--- config.mk ---
export PLATFORM = sky130hd
export DESIGN_NAME = ssr_status_top
export DESIGN_NICKNAME = d
export VERILOG_FILES = /design/src/design/ssr_pkg.sv /design/src/design/ssr_event_stage.sv /design/src/design/ssr_status_top.sv
export SDC_FILE = /design/constraint.sdc
export NUM_CORES = 1
export LEC_CHECK = 0
export ABC_AREA = 1
export BUFFER_PORTS_ARGS = -buffer_cell sky130_fd_sc_hd__clkbuf_2
export CORE_MARGIN = 4
export CORE_UTILIZATION = 62
export DETAILED_ROUTE_END_ITERATION = 10
export PLACE_DENSITY = 0.8
export SYNTH_ARGS = -nofsm -noshare
export SYNTH_HDL_FRONTEND = slang
export SYNTH_HIERARCHICAL = 1
export SYNTH_SLANG_ARGS = --single-unit
--- constraint.sdc ---
create_clock -name core_clk_i -period 15.8 [get_ports core_clk_i]
set_clock_uncertainty 0.1 [all_clocks]
set_input_delay 2.37 -clock core_clk_i [delete_from_list [all_inputs] [get_ports core_clk_i]]
set_output_delay 2.37 -clock core_clk_i [all_outputs]
set_load 0.05 [all_outputs]
--- src/design/ssr_pkg.sv ---
// status reporting package: command codes, carriers, masks and preset values
// assumes one synchronous clock domain and a decoded command stream from the text parser
package ssr_pkg;

  localparam int unsigned STAT_W = 16;
  localparam int unsigned NUM_REGS = 4;

  // register index: operation plus the three module status registers
  localparam logic [1:0] IDX_OPER = 2'h0;
  localparam logic [1:0] IDX_SYNTH = 2'h1;
  localparam logic [1:0] IDX_PATGEN = 2'h2;
  localparam logic [1:0] IDX_ERRDET = 2'h3;

  // module numbers carried by the module select command
  localparam logic [15:0] MODNUM_SYNTH = 16'h0001;
  localparam logic [15:0] MODNUM_PATGEN = 16'h0002;
  localparam logic [15:0] MODNUM_ERRDET = 16'h0003;

  // operation activity bit positions
  localparam int unsigned OPER_BATHTUB_BIT = 3;
  localparam int unsigned OPER_MEAS_BIT = 4;
  localparam int unsigned OPER_AUTO_ADJ_BIT = 7;
  localparam int unsigned OPER_AUTO_SEARCH_BIT = 8;
  localparam int unsigned OPER_EYE_MARGIN_BIT = 9;
  localparam int unsigned OPER_EYE_CONTOUR_BIT = 10;
  localparam int unsigned OPER_PAT_LOAD_BIT = 11;
  localparam int unsigned OPER_INIT_BIT = 12;

  // synthesizer bit
  localparam int unsigned SYN_PLL_UNLOCK_BIT = 0;

  // error detector bits
  localparam int unsigned ED_INSERT_ERR_BIT = 0;
  localparam int unsigned ED_OMIT_ERR_BIT = 1;
  localparam int unsigned ED_TOTAL_ERR_BIT = 2;
  localparam int unsigned ED_SYNC_LOSS_BIT = 4;
  localparam int unsigned ED_CLK_LOSS_BIT = 5;
  localparam int unsigned ED_DELAY_BUSY_BIT = 6;
  localparam int unsigned ED_TRANS_ERR_BIT = 8;
  localparam int unsigned ED_NONTRANS_ERR_BIT = 9;
  localparam int unsigned ED_CR_UNLOCK_BIT = 10;
  localparam int unsigned ED_DELAY_CAL_BIT = 11;

  // pattern generator bits
  localparam int unsigned PG_CMU_UNLOCK_BIT = 1;
  localparam int unsigned PG_DELAY_BUSY_BIT = 2;
  localparam int unsigned PG_DELAY_CAL_BIT = 4;

  // implemented-bit masks, built from the positions above
  localparam logic [15:0] OPER_MASK = 16'h0001 << OPER_BATHTUB_BIT
    | 16'h0001 << OPER_MEAS_BIT | 16'h0001 << OPER_AUTO_ADJ_BIT
    | 16'h0001 << OPER_AUTO_SEARCH_BIT | 16'h0001 << OPER_EYE_MARGIN_BIT
    | 16'h0001 << OPER_EYE_CONTOUR_BIT | 16'h0001 << OPER_PAT_LOAD_BIT
    | 16'h0001 << OPER_INIT_BIT;
  localparam logic [15:0] SYN_MASK = 16'h0001 << SYN_PLL_UNLOCK_BIT;
  localparam logic [15:0] ED_MASK = 16'h0001 << ED_INSERT_ERR_BIT
    | 16'h0001 << ED_OMIT_ERR_BIT | 16'h0001 << ED_TOTAL_ERR_BIT
    | 16'h0001 << ED_SYNC_LOSS_BIT | 16'h0001 << ED_CLK_LOSS_BIT
    | 16'h0001 << ED_DELAY_BUSY_BIT | 16'h0001 << ED_TRANS_ERR_BIT
    | 16'h0001 << ED_NONTRANS_ERR_BIT | 16'h0001 << ED_CR_UNLOCK_BIT
    | 16'h0001 << ED_DELAY_CAL_BIT;
  localparam logic [15:0] PG_MASK = 16'h0001 << PG_CMU_UNLOCK_BIT
    | 16'h0001 << PG_DELAY_BUSY_BIT | 16'h0001 << PG_DELAY_CAL_BIT;

  // values after power-on and preset; clear-status restores the filter values only
  localparam logic [15:0] ENABLE_PRESET = 16'h0000;
  localparam logic [15:0] PTR_PRESET = 16'hFFFF;
  localparam logic [15:0] NTR_PRESET = 16'h0000;
  localparam logic [15:0] ZERO16 = 16'h0000;

  typedef enum logic [4:0] {
    OP_NONE,
    OP_UNIT_SELECT,
    OP_MODULE_SELECT,
    OP_PORT_SELECT,
    OP_PRESET,
    OP_CLEAR_STATUS,
    OP_OPER_EVENT_Q,
    OP_OPER_COND_Q,
    OP_OPER_ENABLE_W,
    OP_OPER_ENABLE_Q,
    OP_OPER_PTR_W,
    OP_OPER_NTR_W,
    OP_OPER_PTR_Q,
    OP_OPER_NTR_Q,
    OP_MOD_EVENT_Q,
    OP_MOD_COND_Q,
    OP_MOD_PTR_W,
    OP_MOD_NTR_W,
    OP_MOD_PTR_Q,
    OP_MOD_NTR_Q
  } ssr_op_t;

  typedef struct packed {
    logic valid;
    ssr_op_t op;
    logic [15:0] data;
  } ssr_cmd_t;

  typedef struct packed {
    logic valid;
    logic err;
    logic [15:0] data;
  } ssr_resp_t;

  localparam ssr_resp_t RESP_IDLE = '{valid: 1'b0, err: 1'b0, data: 16'h0000};

endpackage : ssr_pkg

--- src/design/ssr_event_stage.sv ---
// one condition / transition filter / event latch slice per status register
// assumes condition inputs are already masked and synchronous to core_clk_i
`timescale 1ns/1ps
module ssr_event_stage (
  input wire logic core_clk_i,
  input wire logic rst_i,
  input wire logic [15:0] cond_i,
  input wire logic [15:0] ptr_i,
  input wire logic [15:0] ntr_i,
  input wire logic clear_i,
  output logic [15:0] event_o
);

  typedef struct packed {
    logic [15:0] cond_prev;
    logic [15:0] events;
  } ssr_stage_st_t;

  ssr_stage_st_t st_reg;
  ssr_stage_st_t st_next;

  // filter selects edges; both filters set gives either direction
  always_comb begin
    logic [15:0] rise;
    logic [15:0] fall;
    logic [15:0] hit;
    rise = cond_i & ~st_reg.cond_prev;
    fall = ~cond_i & st_reg.cond_prev;
    hit = (rise & ptr_i) | (fall & ntr_i);
    st_next = st_reg;
    st_next.cond_prev = cond_i;
    // new edges win over a clear in the same cycle so no event is lost
    if (clear_i) begin
      st_next.events = hit;
    end else begin
      st_next.events = st_reg.events | hit;
    end
  end

  always_ff @(posedge core_clk_i or posedge rst_i) begin
    if (rst_i) begin
      st_reg <= '0;
    end else begin
      st_reg <= st_next;
    end
  end

  assign event_o = st_reg.events;

endmodule : ssr_event_stage

--- src/design/ssr_status_top.sv ---
// status reporting top: operation and per-module status registers behind a command port
// assumes a text parser delivers decoded commands one cycle each and takes answers as pulses
`timescale 1ns/1ps
module ssr_status_top (
  input wire logic core_clk_i,
  input wire logic rst_i,
  input wire ssr_pkg::ssr_cmd_t cmd_i,
  input wire logic bathtub_run_i,
  input wire logic meas_run_i,
  input wire logic auto_adjust_run_i,
  input wire logic auto_search_run_i,
  input wire logic eye_margin_run_i,
  input wire logic eye_contour_run_i,
  input wire logic pattern_load_run_i,
  input wire logic init_run_i,
  input wire logic pll_unlock_i,
  input wire logic cmu_unlock_i,
  input wire logic pg_delay_busy_i,
  input wire logic pg_delay_cal_req_i,
  input wire logic insert_err_i,
  input wire logic omit_err_i,
  input wire logic total_err_i,
  input wire logic sync_loss_i,
  input wire logic clock_loss_i,
  input wire logic ed_delay_busy_i,
  input wire logic trans_err_i,
  input wire logic nontrans_err_i,
  input wire logic cr_unlock_i,
  input wire logic ed_delay_cal_req_i,
  output ssr_pkg::ssr_resp_t resp_o,
  output logic [1:0] sel_module_o,
  output logic sel_valid_o,
  output logic oper_summary_o
);

  typedef enum logic {
    SEQ_IDLE,
    SEQ_UNIT_SEEN
  } ssr_seq_t;

  typedef struct packed {
    ssr_seq_t seq;
    logic sel_valid;
    logic [1:0] sel_mod;
    logic [15:0] unit_num;
    logic [15:0] port_num;
    logic [15:0] oper_enable;
    logic [3:0][15:0] ptr;
    logic [3:0][15:0] ntr;
    logic summary;
    ssr_pkg::ssr_resp_t resp;
  } ssr_top_st_t;

  ssr_top_st_t st_reg;
  ssr_top_st_t st_next;

  logic [3:0][15:0] cond;
  logic [3:0][15:0] events;
  logic [3:0] clear;

  // map a module number to its register index; bit 2 flags an unknown number
  function automatic logic [2:0] mod_decode(input logic [15:0] num);
    logic [2:0] r;
    r = 3'b100;
    if (num == ssr_pkg::MODNUM_SYNTH) begin
      r = {1'b0, ssr_pkg::IDX_SYNTH};
    end else if (num == ssr_pkg::MODNUM_PATGEN) begin
      r = {1'b0, ssr_pkg::IDX_PATGEN};
    end else if (num == ssr_pkg::MODNUM_ERRDET) begin
      r = {1'b0, ssr_pkg::IDX_ERRDET};
    end
    return r;
  endfunction : mod_decode

  // build a one-cycle answer carrying a register value
  function automatic ssr_pkg::ssr_resp_t answer(input logic ok, input logic [15:0] v);
    ssr_pkg::ssr_resp_t r;
    r.valid = 1'b1;
    r.err = ~ok;
    r.data = ok ? v : ssr_pkg::ZERO16;
    return r;
  endfunction : answer

  // live condition bits, unimplemented positions held at zero
  always_comb begin
    cond = '0;
    // operation activity: high while the job runs
    cond[ssr_pkg::IDX_OPER][ssr_pkg::OPER_BATHTUB_BIT] = bathtub_run_i;
    cond[ssr_pkg::IDX_OPER][ssr_pkg::OPER_MEAS_BIT] = meas_run_i;
    cond[ssr_pkg::IDX_OPER][ssr_pkg::OPER_AUTO_ADJ_BIT] = auto_adjust_run_i;
    cond[ssr_pkg::IDX_OPER][ssr_pkg::OPER_AUTO_SEARCH_BIT] = auto_search_run_i;
    cond[ssr_pkg::IDX_OPER][ssr_pkg::OPER_EYE_MARGIN_BIT] = eye_margin_run_i;
    cond[ssr_pkg::IDX_OPER][ssr_pkg::OPER_EYE_CONTOUR_BIT] = eye_contour_run_i;
    cond[ssr_pkg::IDX_OPER][ssr_pkg::OPER_PAT_LOAD_BIT] = pattern_load_run_i;
    cond[ssr_pkg::IDX_OPER][ssr_pkg::OPER_INIT_BIT] = init_run_i;

    // synthesizer loop lock
    cond[ssr_pkg::IDX_SYNTH][ssr_pkg::SYN_PLL_UNLOCK_BIT] = pll_unlock_i;

    // pattern generator clock and delay state
    cond[ssr_pkg::IDX_PATGEN][ssr_pkg::PG_CMU_UNLOCK_BIT] = cmu_unlock_i;
    cond[ssr_pkg::IDX_PATGEN][ssr_pkg::PG_DELAY_BUSY_BIT] = pg_delay_busy_i;
    cond[ssr_pkg::IDX_PATGEN][ssr_pkg::PG_DELAY_CAL_BIT] = pg_delay_cal_req_i;

    // error detector: errors, losses and delay state
    cond[ssr_pkg::IDX_ERRDET][ssr_pkg::ED_INSERT_ERR_BIT] = insert_err_i;
    cond[ssr_pkg::IDX_ERRDET][ssr_pkg::ED_OMIT_ERR_BIT] = omit_err_i;
    cond[ssr_pkg::IDX_ERRDET][ssr_pkg::ED_TOTAL_ERR_BIT] = total_err_i;
    cond[ssr_pkg::IDX_ERRDET][ssr_pkg::ED_SYNC_LOSS_BIT] = sync_loss_i;
    cond[ssr_pkg::IDX_ERRDET][ssr_pkg::ED_CLK_LOSS_BIT] = clock_loss_i;
    cond[ssr_pkg::IDX_ERRDET][ssr_pkg::ED_DELAY_BUSY_BIT] = ed_delay_busy_i;
    cond[ssr_pkg::IDX_ERRDET][ssr_pkg::ED_TRANS_ERR_BIT] = trans_err_i;
    cond[ssr_pkg::IDX_ERRDET][ssr_pkg::ED_NONTRANS_ERR_BIT] = nontrans_err_i;
    cond[ssr_pkg::IDX_ERRDET][ssr_pkg::ED_CR_UNLOCK_BIT] = cr_unlock_i;
    cond[ssr_pkg::IDX_ERRDET][ssr_pkg::ED_DELAY_CAL_BIT] = ed_delay_cal_req_i;
  end

  // read-clear strobes; a module read needs a live selection
  always_comb begin
    clear = '0;
    if (cmd_i.valid) begin
      unique case (cmd_i.op)
        ssr_pkg::OP_OPER_EVENT_Q: clear[ssr_pkg::IDX_OPER] = 1'b1;
        ssr_pkg::OP_MOD_EVENT_Q: clear[st_reg.sel_mod] = st_reg.sel_valid;
        ssr_pkg::OP_CLEAR_STATUS: clear = '1;
        default: clear = '0;
      endcase
    end
  end

  // one slice per register: edge filter and sticky event latch
  for (genvar g = 0; g < ssr_pkg::NUM_REGS; g++) begin : g_stage
    ssr_event_stage u_stage (
      .core_clk_i(core_clk_i),
      .rst_i(rst_i),
      .cond_i(cond[g]),
      .ptr_i(st_reg.ptr[g]),
      .ntr_i(st_reg.ntr[g]),
      .clear_i(clear[g]),
      .event_o(events[g])
    );
  end

  // command decode; answers are registered so every port comes from a flop
  always_comb begin
    logic [2:0] dec;
    logic [1:0] m;
    logic sv;
    dec = mod_decode(cmd_i.data);
    m = st_reg.sel_mod;
    sv = st_reg.sel_valid;
    st_next = st_reg;
    st_next.resp = ssr_pkg::RESP_IDLE;
    st_next.summary = |(events[ssr_pkg::IDX_OPER] & st_reg.oper_enable);
    if (cmd_i.valid) begin
      unique case (cmd_i.op)
        // the unit number only opens the window for a module select
        ssr_pkg::OP_UNIT_SELECT: begin
          st_next.unit_num = cmd_i.data;
          st_next.seq = SEQ_UNIT_SEEN;
        end

        ssr_pkg::OP_MODULE_SELECT: begin
          // a module select without a preceding unit select is refused
          if (st_reg.seq == SEQ_UNIT_SEEN && !dec[2]) begin
            st_next.sel_mod = dec[1:0];
            st_next.sel_valid = 1'b1;
            st_next.seq = SEQ_IDLE;
          end else begin
            st_next.resp = answer(1'b0, ssr_pkg::ZERO16);
          end
        end

        // the port number is kept; it routes nothing in this block
        ssr_pkg::OP_PORT_SELECT: begin
          st_next.port_num = cmd_i.data;
        end

        // preset leaves module filters and event latches alone
        ssr_pkg::OP_PRESET: begin
          st_next.oper_enable = ssr_pkg::ENABLE_PRESET;
          st_next.ptr[ssr_pkg::IDX_OPER] = ssr_pkg::PTR_PRESET;
          st_next.ntr[ssr_pkg::IDX_OPER] = ssr_pkg::NTR_PRESET;
        end

        ssr_pkg::OP_CLEAR_STATUS: begin
          // clear-status also returns every filter to its preset value
          st_next.ptr = {ssr_pkg::NUM_REGS{ssr_pkg::PTR_PRESET}};
          st_next.ntr = {ssr_pkg::NUM_REGS{ssr_pkg::NTR_PRESET}};
        end

        // answer and read-clear share one edge
        ssr_pkg::OP_OPER_EVENT_Q: begin
          st_next.resp = answer(1'b1, events[ssr_pkg::IDX_OPER]);
        end
        ssr_pkg::OP_OPER_COND_Q: begin
          st_next.resp = answer(1'b1, cond[ssr_pkg::IDX_OPER]);
        end

        // enable keeps implemented bits only; filters keep all 16
        ssr_pkg::OP_OPER_ENABLE_W: begin
          st_next.oper_enable = cmd_i.data & ssr_pkg::OPER_MASK;
        end
        ssr_pkg::OP_OPER_ENABLE_Q: begin
          st_next.resp = answer(1'b1, st_reg.oper_enable);
        end
        ssr_pkg::OP_OPER_PTR_W: begin
          st_next.ptr[ssr_pkg::IDX_OPER] = cmd_i.data;
        end
        ssr_pkg::OP_OPER_NTR_W: begin
          st_next.ntr[ssr_pkg::IDX_OPER] = cmd_i.data;
        end

        // filter answers show implemented bits only
        ssr_pkg::OP_OPER_PTR_Q: begin
          st_next.resp = answer(1'b1, st_reg.ptr[ssr_pkg::IDX_OPER] & ssr_pkg::OPER_MASK);
        end
        ssr_pkg::OP_OPER_NTR_Q: begin
          st_next.resp = answer(1'b1, st_reg.ntr[ssr_pkg::IDX_OPER] & ssr_pkg::OPER_MASK);
        end

        // module commands act on the selected module only
        ssr_pkg::OP_MOD_EVENT_Q: begin
          st_next.resp = answer(sv, events[m]);
        end
        ssr_pkg::OP_MOD_COND_Q: begin
          st_next.resp = answer(sv, cond[m]);
        end

        ssr_pkg::OP_MOD_PTR_W: begin
          if (sv) begin
            st_next.ptr[m] = cmd_i.data;
          end else begin
            st_next.resp = answer(1'b0, ssr_pkg::ZERO16);
          end
        end

        ssr_pkg::OP_MOD_NTR_W: begin
          if (sv) begin
            st_next.ntr[m] = cmd_i.data;
          end else begin
            st_next.resp = answer(1'b0, ssr_pkg::ZERO16);
          end
        end

        // module filter answers come back unmasked
        ssr_pkg::OP_MOD_PTR_Q: begin
          st_next.resp = answer(sv, st_reg.ptr[m]);
        end
        ssr_pkg::OP_MOD_NTR_Q: begin
          st_next.resp = answer(sv, st_reg.ntr[m]);
        end

        // codes past the last command are ignored
        default: begin
          st_next.resp = ssr_pkg::RESP_IDLE;
        end
      endcase
    end
  end

  // power-on loads the preset values into the enable and every filter: filters rising-only, enable masked
  always_ff @(posedge core_clk_i or posedge rst_i) begin
    if (rst_i) begin
      st_reg.seq <= SEQ_IDLE;
      st_reg.sel_valid <= 1'b0;
      st_reg.sel_mod <= 2'h0;
      st_reg.unit_num <= ssr_pkg::ZERO16;
      st_reg.port_num <= ssr_pkg::ZERO16;
      st_reg.oper_enable <= ssr_pkg::ENABLE_PRESET;
      st_reg.ptr <= {ssr_pkg::NUM_REGS{ssr_pkg::PTR_PRESET}};
      st_reg.ntr <= {ssr_pkg::NUM_REGS{ssr_pkg::NTR_PRESET}};
      st_reg.summary <= 1'b0;
      st_reg.resp <= ssr_pkg::RESP_IDLE;
    end else begin
      st_reg <= st_next;
    end
  end

  // every port is a plain copy of a state flop
  assign resp_o = st_reg.resp;
  assign sel_module_o = st_reg.sel_mod;
  assign sel_valid_o = st_reg.sel_valid;
  assign oper_summary_o = st_reg.summary;

endmodule : ssr_status_top

==> Word level (Yosys, flattened, before mapping) <==
Index checks and enable logic that the tools add are counted.
{ "totals": {"output_inout_bits": 22, "input_bits": 46, "reg_bits": 253, "elab_cells": 146} }
{ "op_classes": {"n_bitwise": 35, "n_eq_ne": 24, "n_reduce_logical": 20, "mux": 41, "n_lt_le_gt_ge": 2} }
{ "op_table": {"columns": ["operator", "n"], "rows": [
  ["$mux 16", 13],
  ["$pmux 18 s11", 1],
  ["$pmux 48 s2", 2],
  ["$and 16x16->16", 9],
  ["$bmux 16 s2", 4],
  ["$bwmux 64", 2],
  ["$mux 64", 2],
  ["$or 16x16->16", 8],
  ["$pmux 16 s3", 2],
  ["$mux 18", 3],
  ["$eq 5x4->1 const B", 8],
  ["$demux 16 s2", 1],
  ["$eq 16x2->1 const B", 2],
  ["$not 1->16", 2],
  ["$not 12->16", 2],
  ["$not 13->16", 2],
  ["$not 5->16", 2],
  ["$pmux 16 s2", 1],
  ["$eq 5x3->1 const B", 4],
  ["$eq 5x5->1 const B", 4],
  ["$reduce_and 3->1", 6],
  ["$and 1x16->16", 1],
  ["$and 12x16->16", 1],
  ["$and 13x16->16", 1],
  ["26 further kinds", 39]
]} }

==> Logic depth before layout (Yosys ltp) <==
{ "logic_depth": {"ltp_word": 9, "mapped_depth": 11, "depth_no_buf": 10} }

==> Cells and area by module <==
The synthesis kept the hierarchy.
{ "by_module_without_submodules": {"columns": ["mod", "seq_area_each_um2", "area_each_um2", "instances", "cells_per_inst"], "rows": [
  ["ssr_status_top", 4058.9, 9978.3, 1, 1501],
  ["ssr_event_stage", 800.8, 1362.6, 4, 147]
]} }

==> Worst setup path before layout <==
OpenSTA, ideal clock, no wires.
{ "synth_path": {"path_kind": "input to register", "start": "input cmd_i[17] in the netlist's numbering", "end": "register g_stage[3].u_stage.st_reg, in the netlist g_stage[3].u_stage/event_o[10]", "t_required_ns": 15.576, "cell_stages": 11, "arrival_time_ns": 3.670, "setup_slack_ns": 11.906, "path_buffers": 2, "setup_ns": 0.124, "cell_sequence": "inv_2 > nor2_2 > inv_1 > nor2_2 > buf_4 > nand3_1 > a21oi_1 > inv_2 > buf_6 > nand2_1 > nand3_1"} }
{ "synth_lines": {"columns": ["item", "line", "source"], "rows": [
  ["start: declaration", "ssr_status_top.sv:7", "input wire ssr_pkg::ssr_cmd_t cmd_i,"],
  ["end signal: assignment", "ssr_event_stage.sv:44", "st_reg <= st_next;"],
  ["end: declaration", "ssr_event_stage.sv:19", "ssr_stage_st_t st_reg;"]
]} }

==> flow_metrics.env <==
export IMPL_cts_resized=0
export IMPL_timing_fmax_mhz=203.5
export IMPL_post_cts_buffers=0
export IMPL_slew_violations=0
export IMPL_wl_per_cell_um=19.60
export IMPL_maxCapViolCount=0
export IMPL_ys_ff_latch=287
export IMPL_ys_warnings_count=6
export IMPL_rrSetupSlack_ps=12250
export IMPL_hold_class="reg2reg"
export IMPL_yosys_area_share_adder_pct=0
export IMPL_whs_path_depth=2
export IMPL_drt_iter0_markers=2050
export IMPL_vias_per_cell=5.673
export IMPL_fin_crit_sh_pct=31.10
export IMPL_synth_xor_area_share_pct=0
export IMPL_critical_path_class="in2reg"
export IMPL_setup_viol=0
export IMPL_max_clock_path_buffers=3
export IMPL_end_kind="flip-flop"
export IMPL_largest_register_ffs=137
export IMPL_area_growth_pct=8.677
export IMPL_cts_root_buf="clkbuf_16"
export IMPL_antenna_left=0
export IMPL_start_util_pct=63.26
export IMPL_max_stage_delay_ps=580
export IMPL_grt_max_degree=86
export IMPL_syn_area_um2=15430
export IMPL_synth_mux_area_share_pct=0
export IMPL_fin_area_um2=16770
export IMPL_clkLatencyLatePin_ps=560
export IMPL_totalWireLength_um=49330
export IMPL_cp_slowest_cell="nor2_4"
export IMPL_grt_ovfl_total=0
export IMPL_rsz0062_at_grt="no"
export IMPL_cts_sinks=287
export IMPL_clk_transition_reported_paths_ps=60
export IMPL_die_area_um2=27470
export IMPL_routed_via_count=14280
export IMPL_synth_top_family_by_area="simple AND/OR/NAND/NOR gates"
export IMPL_hp_start="st_reg[142]"
export IMPL_min_to="st_reg[142]"
export IMPL_synthCells=2089
export IMPL_critical_path_peak_fanout=49
export IMPL_synth_compound_area_share_pct=11.41
export IMPL_track_usage_pct=35.20
export IMPL_avgSynthCellArea_um2=7.386
export IMPL_numPlacedInstances=2459
export IMPL_ys_types=35
export IMPL_cp_num_buf_inv=3
export IMPL_max_slew_margin_pct=26.14
export IMPL_hold_viol=0
export IMPL_startpoint_type="input port"
export IMPL_stdcell_count=2517
export IMPL_tightest_slew_ps=1108
export IMPL_antenna_found_initial=1
export IMPL_grt_pass1_wl_um=76820
export IMPL_seq_area_frac_synth_pct=47.07
export IMPL_setup_tns_final_ps=0
export IMPL_status="finished, final reports clean"
export IMPL_core_area_um2=24390
export IMPL_path_delay_family="buffers and inverters"
export IMPL_synth_simple_area_share_pct=26.83
export IMPL_r2r_start="sel_module_o[0]"
export IMPL_drcViolationCount=0
export IMPL_finalPower_mw=1.995
export IMPL_grt_pass1_vias=13640
export IMPL_final_layout_size_suffix_gt1_share_pct=10.99
export IMPL_worstPathRequired_ps=16170
export IMPL_die_w_um=165.8
export IMPL_gp_congestion=1.031
export IMPL_ir_worst_vdd_mv=0.09554
export IMPL_placed_area_um2=15760
export IMPL_die_y_um=165.8
export IMPL_reg2reg_depth=11
export IMPL_path_cells="clkbuf_2 -> nor2_4 -> nand2_4 -> nor2_4 -> inv_2 -> nand2_1 -> nand3_2 -> inv_2 -> o21ai_0 -> o21ai_1"
export IMPL_h_tree_depth=1
export IMPL_layout_min_cycle_time_ps=4914
export IMPL_p_leak_nw=8.495
export IMPL_pin_count=68
export IMPL_numPortBuffers=67
export IMPL_hold_buffers=0
export IMPL_cts_tree="yes"
export IMPL_cp_arrival_ps=5280
export IMPL_numCtsBuffers=31
export IMPL_fin_nets=2214
export IMPL_post_dp_hpwl_um=33960
export IMPL_row_count=57
export IMPL_dr_pass1_iters=6
export IMPL_power_density_nw_per_um2=119.0
export IMPL_r2r_end="resp_o[6]"
## layout make-up
cell class,instances,area (um^2)
Fill cell,2039,7624
Clock inverter,8,92.59
Antenna cell,1,2.502
Multi-Input combinational cell,1435,6376
Sequential cell,287,7263
Clock buffer,49,913.4
Tap cell,324,405.4
Inverter,326,1229
Timing Repair Buffer,87,485.5
## worst min-delay path: cells and delay by family, from the launching register on
| family | cells | cell delay (ps) |
|---|---|---|
| AO/OA/AOI/OAI | 1 | 60 |
| flip-flops | 1 | 370 |
| buffers and inverters | 1 | 50 |
## worst max path at each step
stage,startpoint,endpoint,slack (ps),cells after the start
after floorplan,rst_i,oper_summary_o,9140,1
after global placement,cmd_i[19],st_reg[125],10600,10
after detailed placement,cmd_i[19],st_reg[136],10480,10
after CTS,cmd_i[19],st_reg[118],10990,10
after global routing,cmd_i[19],st_reg[118],10760,10
final,cmd_i[19],st_reg[118],10890,10
## metrics by stage
step	util (%)	setup WS (ps)	hold WS, ps
2_1_floorplan	-	9144	355.5
5_1_grt	68.73	10760	407.1
3_3_place_gp	64.61	10600	372.6
4_1_cts	68.73	10990	382.1
6_report	68.74	10890	381.9
3_5_place_dp	64.61	10480	379.0
## power by group
group / switching, mW / leakage, nW / internal [mW]
registers: 0.101 / 3.23 / 0.878
clock network: 0.293 / 0.493 / 0.426
logic: 0.198 / 4.77 / 0.0997
## synth_stat cells, drive strengths merged
cell	n	share of area, %
buf	133	5.9
clkbuf	33	0.80
dfrtp	223	36
nand3	275	9.0
nand4	4	0.16
a221oi	2	0.11
o31ai	1	0.049
nor3	2	0.065
inv	325	7.9
o22ai	11	0.45
a22oi	8	0.39
conb	1	0.024
nor2	159	4.2
nor4	1	0.041
a31oi	1	0.041
dfstp	64	11
o21ai	250	8.1
nand2	544	13
a21oi	45	2.0
o211ai	3	0.15
a21boi	3	0.15
clkinv	1	0.024
## logic make-up (layout without fill, tap and decap cells)
logic type | count (synthesis) | after routing
AND/OR/NAND/NOR | 985 | 985
AO/OA/AOI/OAI | 324 | 324
flip-flops | 287 | 287
buffers and inverters | 492 | 470
other | 1 | 127
## placed cells by master (no fill, tap or decap), drive strengths merged, types with 3 or more instances in the layout
cell	synthesis	layout
nand2	544	544
dfrtp	223	223
nand4	4	4
clkbuf	33	116
o21ai	250	250
a21oi	45	45
o211ai	3	3
dfstp	64	64
o22ai	11	11
nor2	159	159
buf	133	20
nand3	275	275
a21boi	3	3
clkinv	1	6
inv	325	325
a22oi	8	8
conb	1	126
## layer usage
| layer | GRT usage, % | up-vias | share of wire (%) |
|---|---|---|---|
| li1 | - | 6539 | - |
| met1 | 48.31 | 6671 | 39 |
| met2 | 53.11 | 877 | 44 |
| met3 | 6.784 | 191 | 11 |
| met4 | 19.48 | 0 | 7.0 |
| met5 | 0 | - | 0 |
No activity file was read; power rests on OpenSTA's default activity.
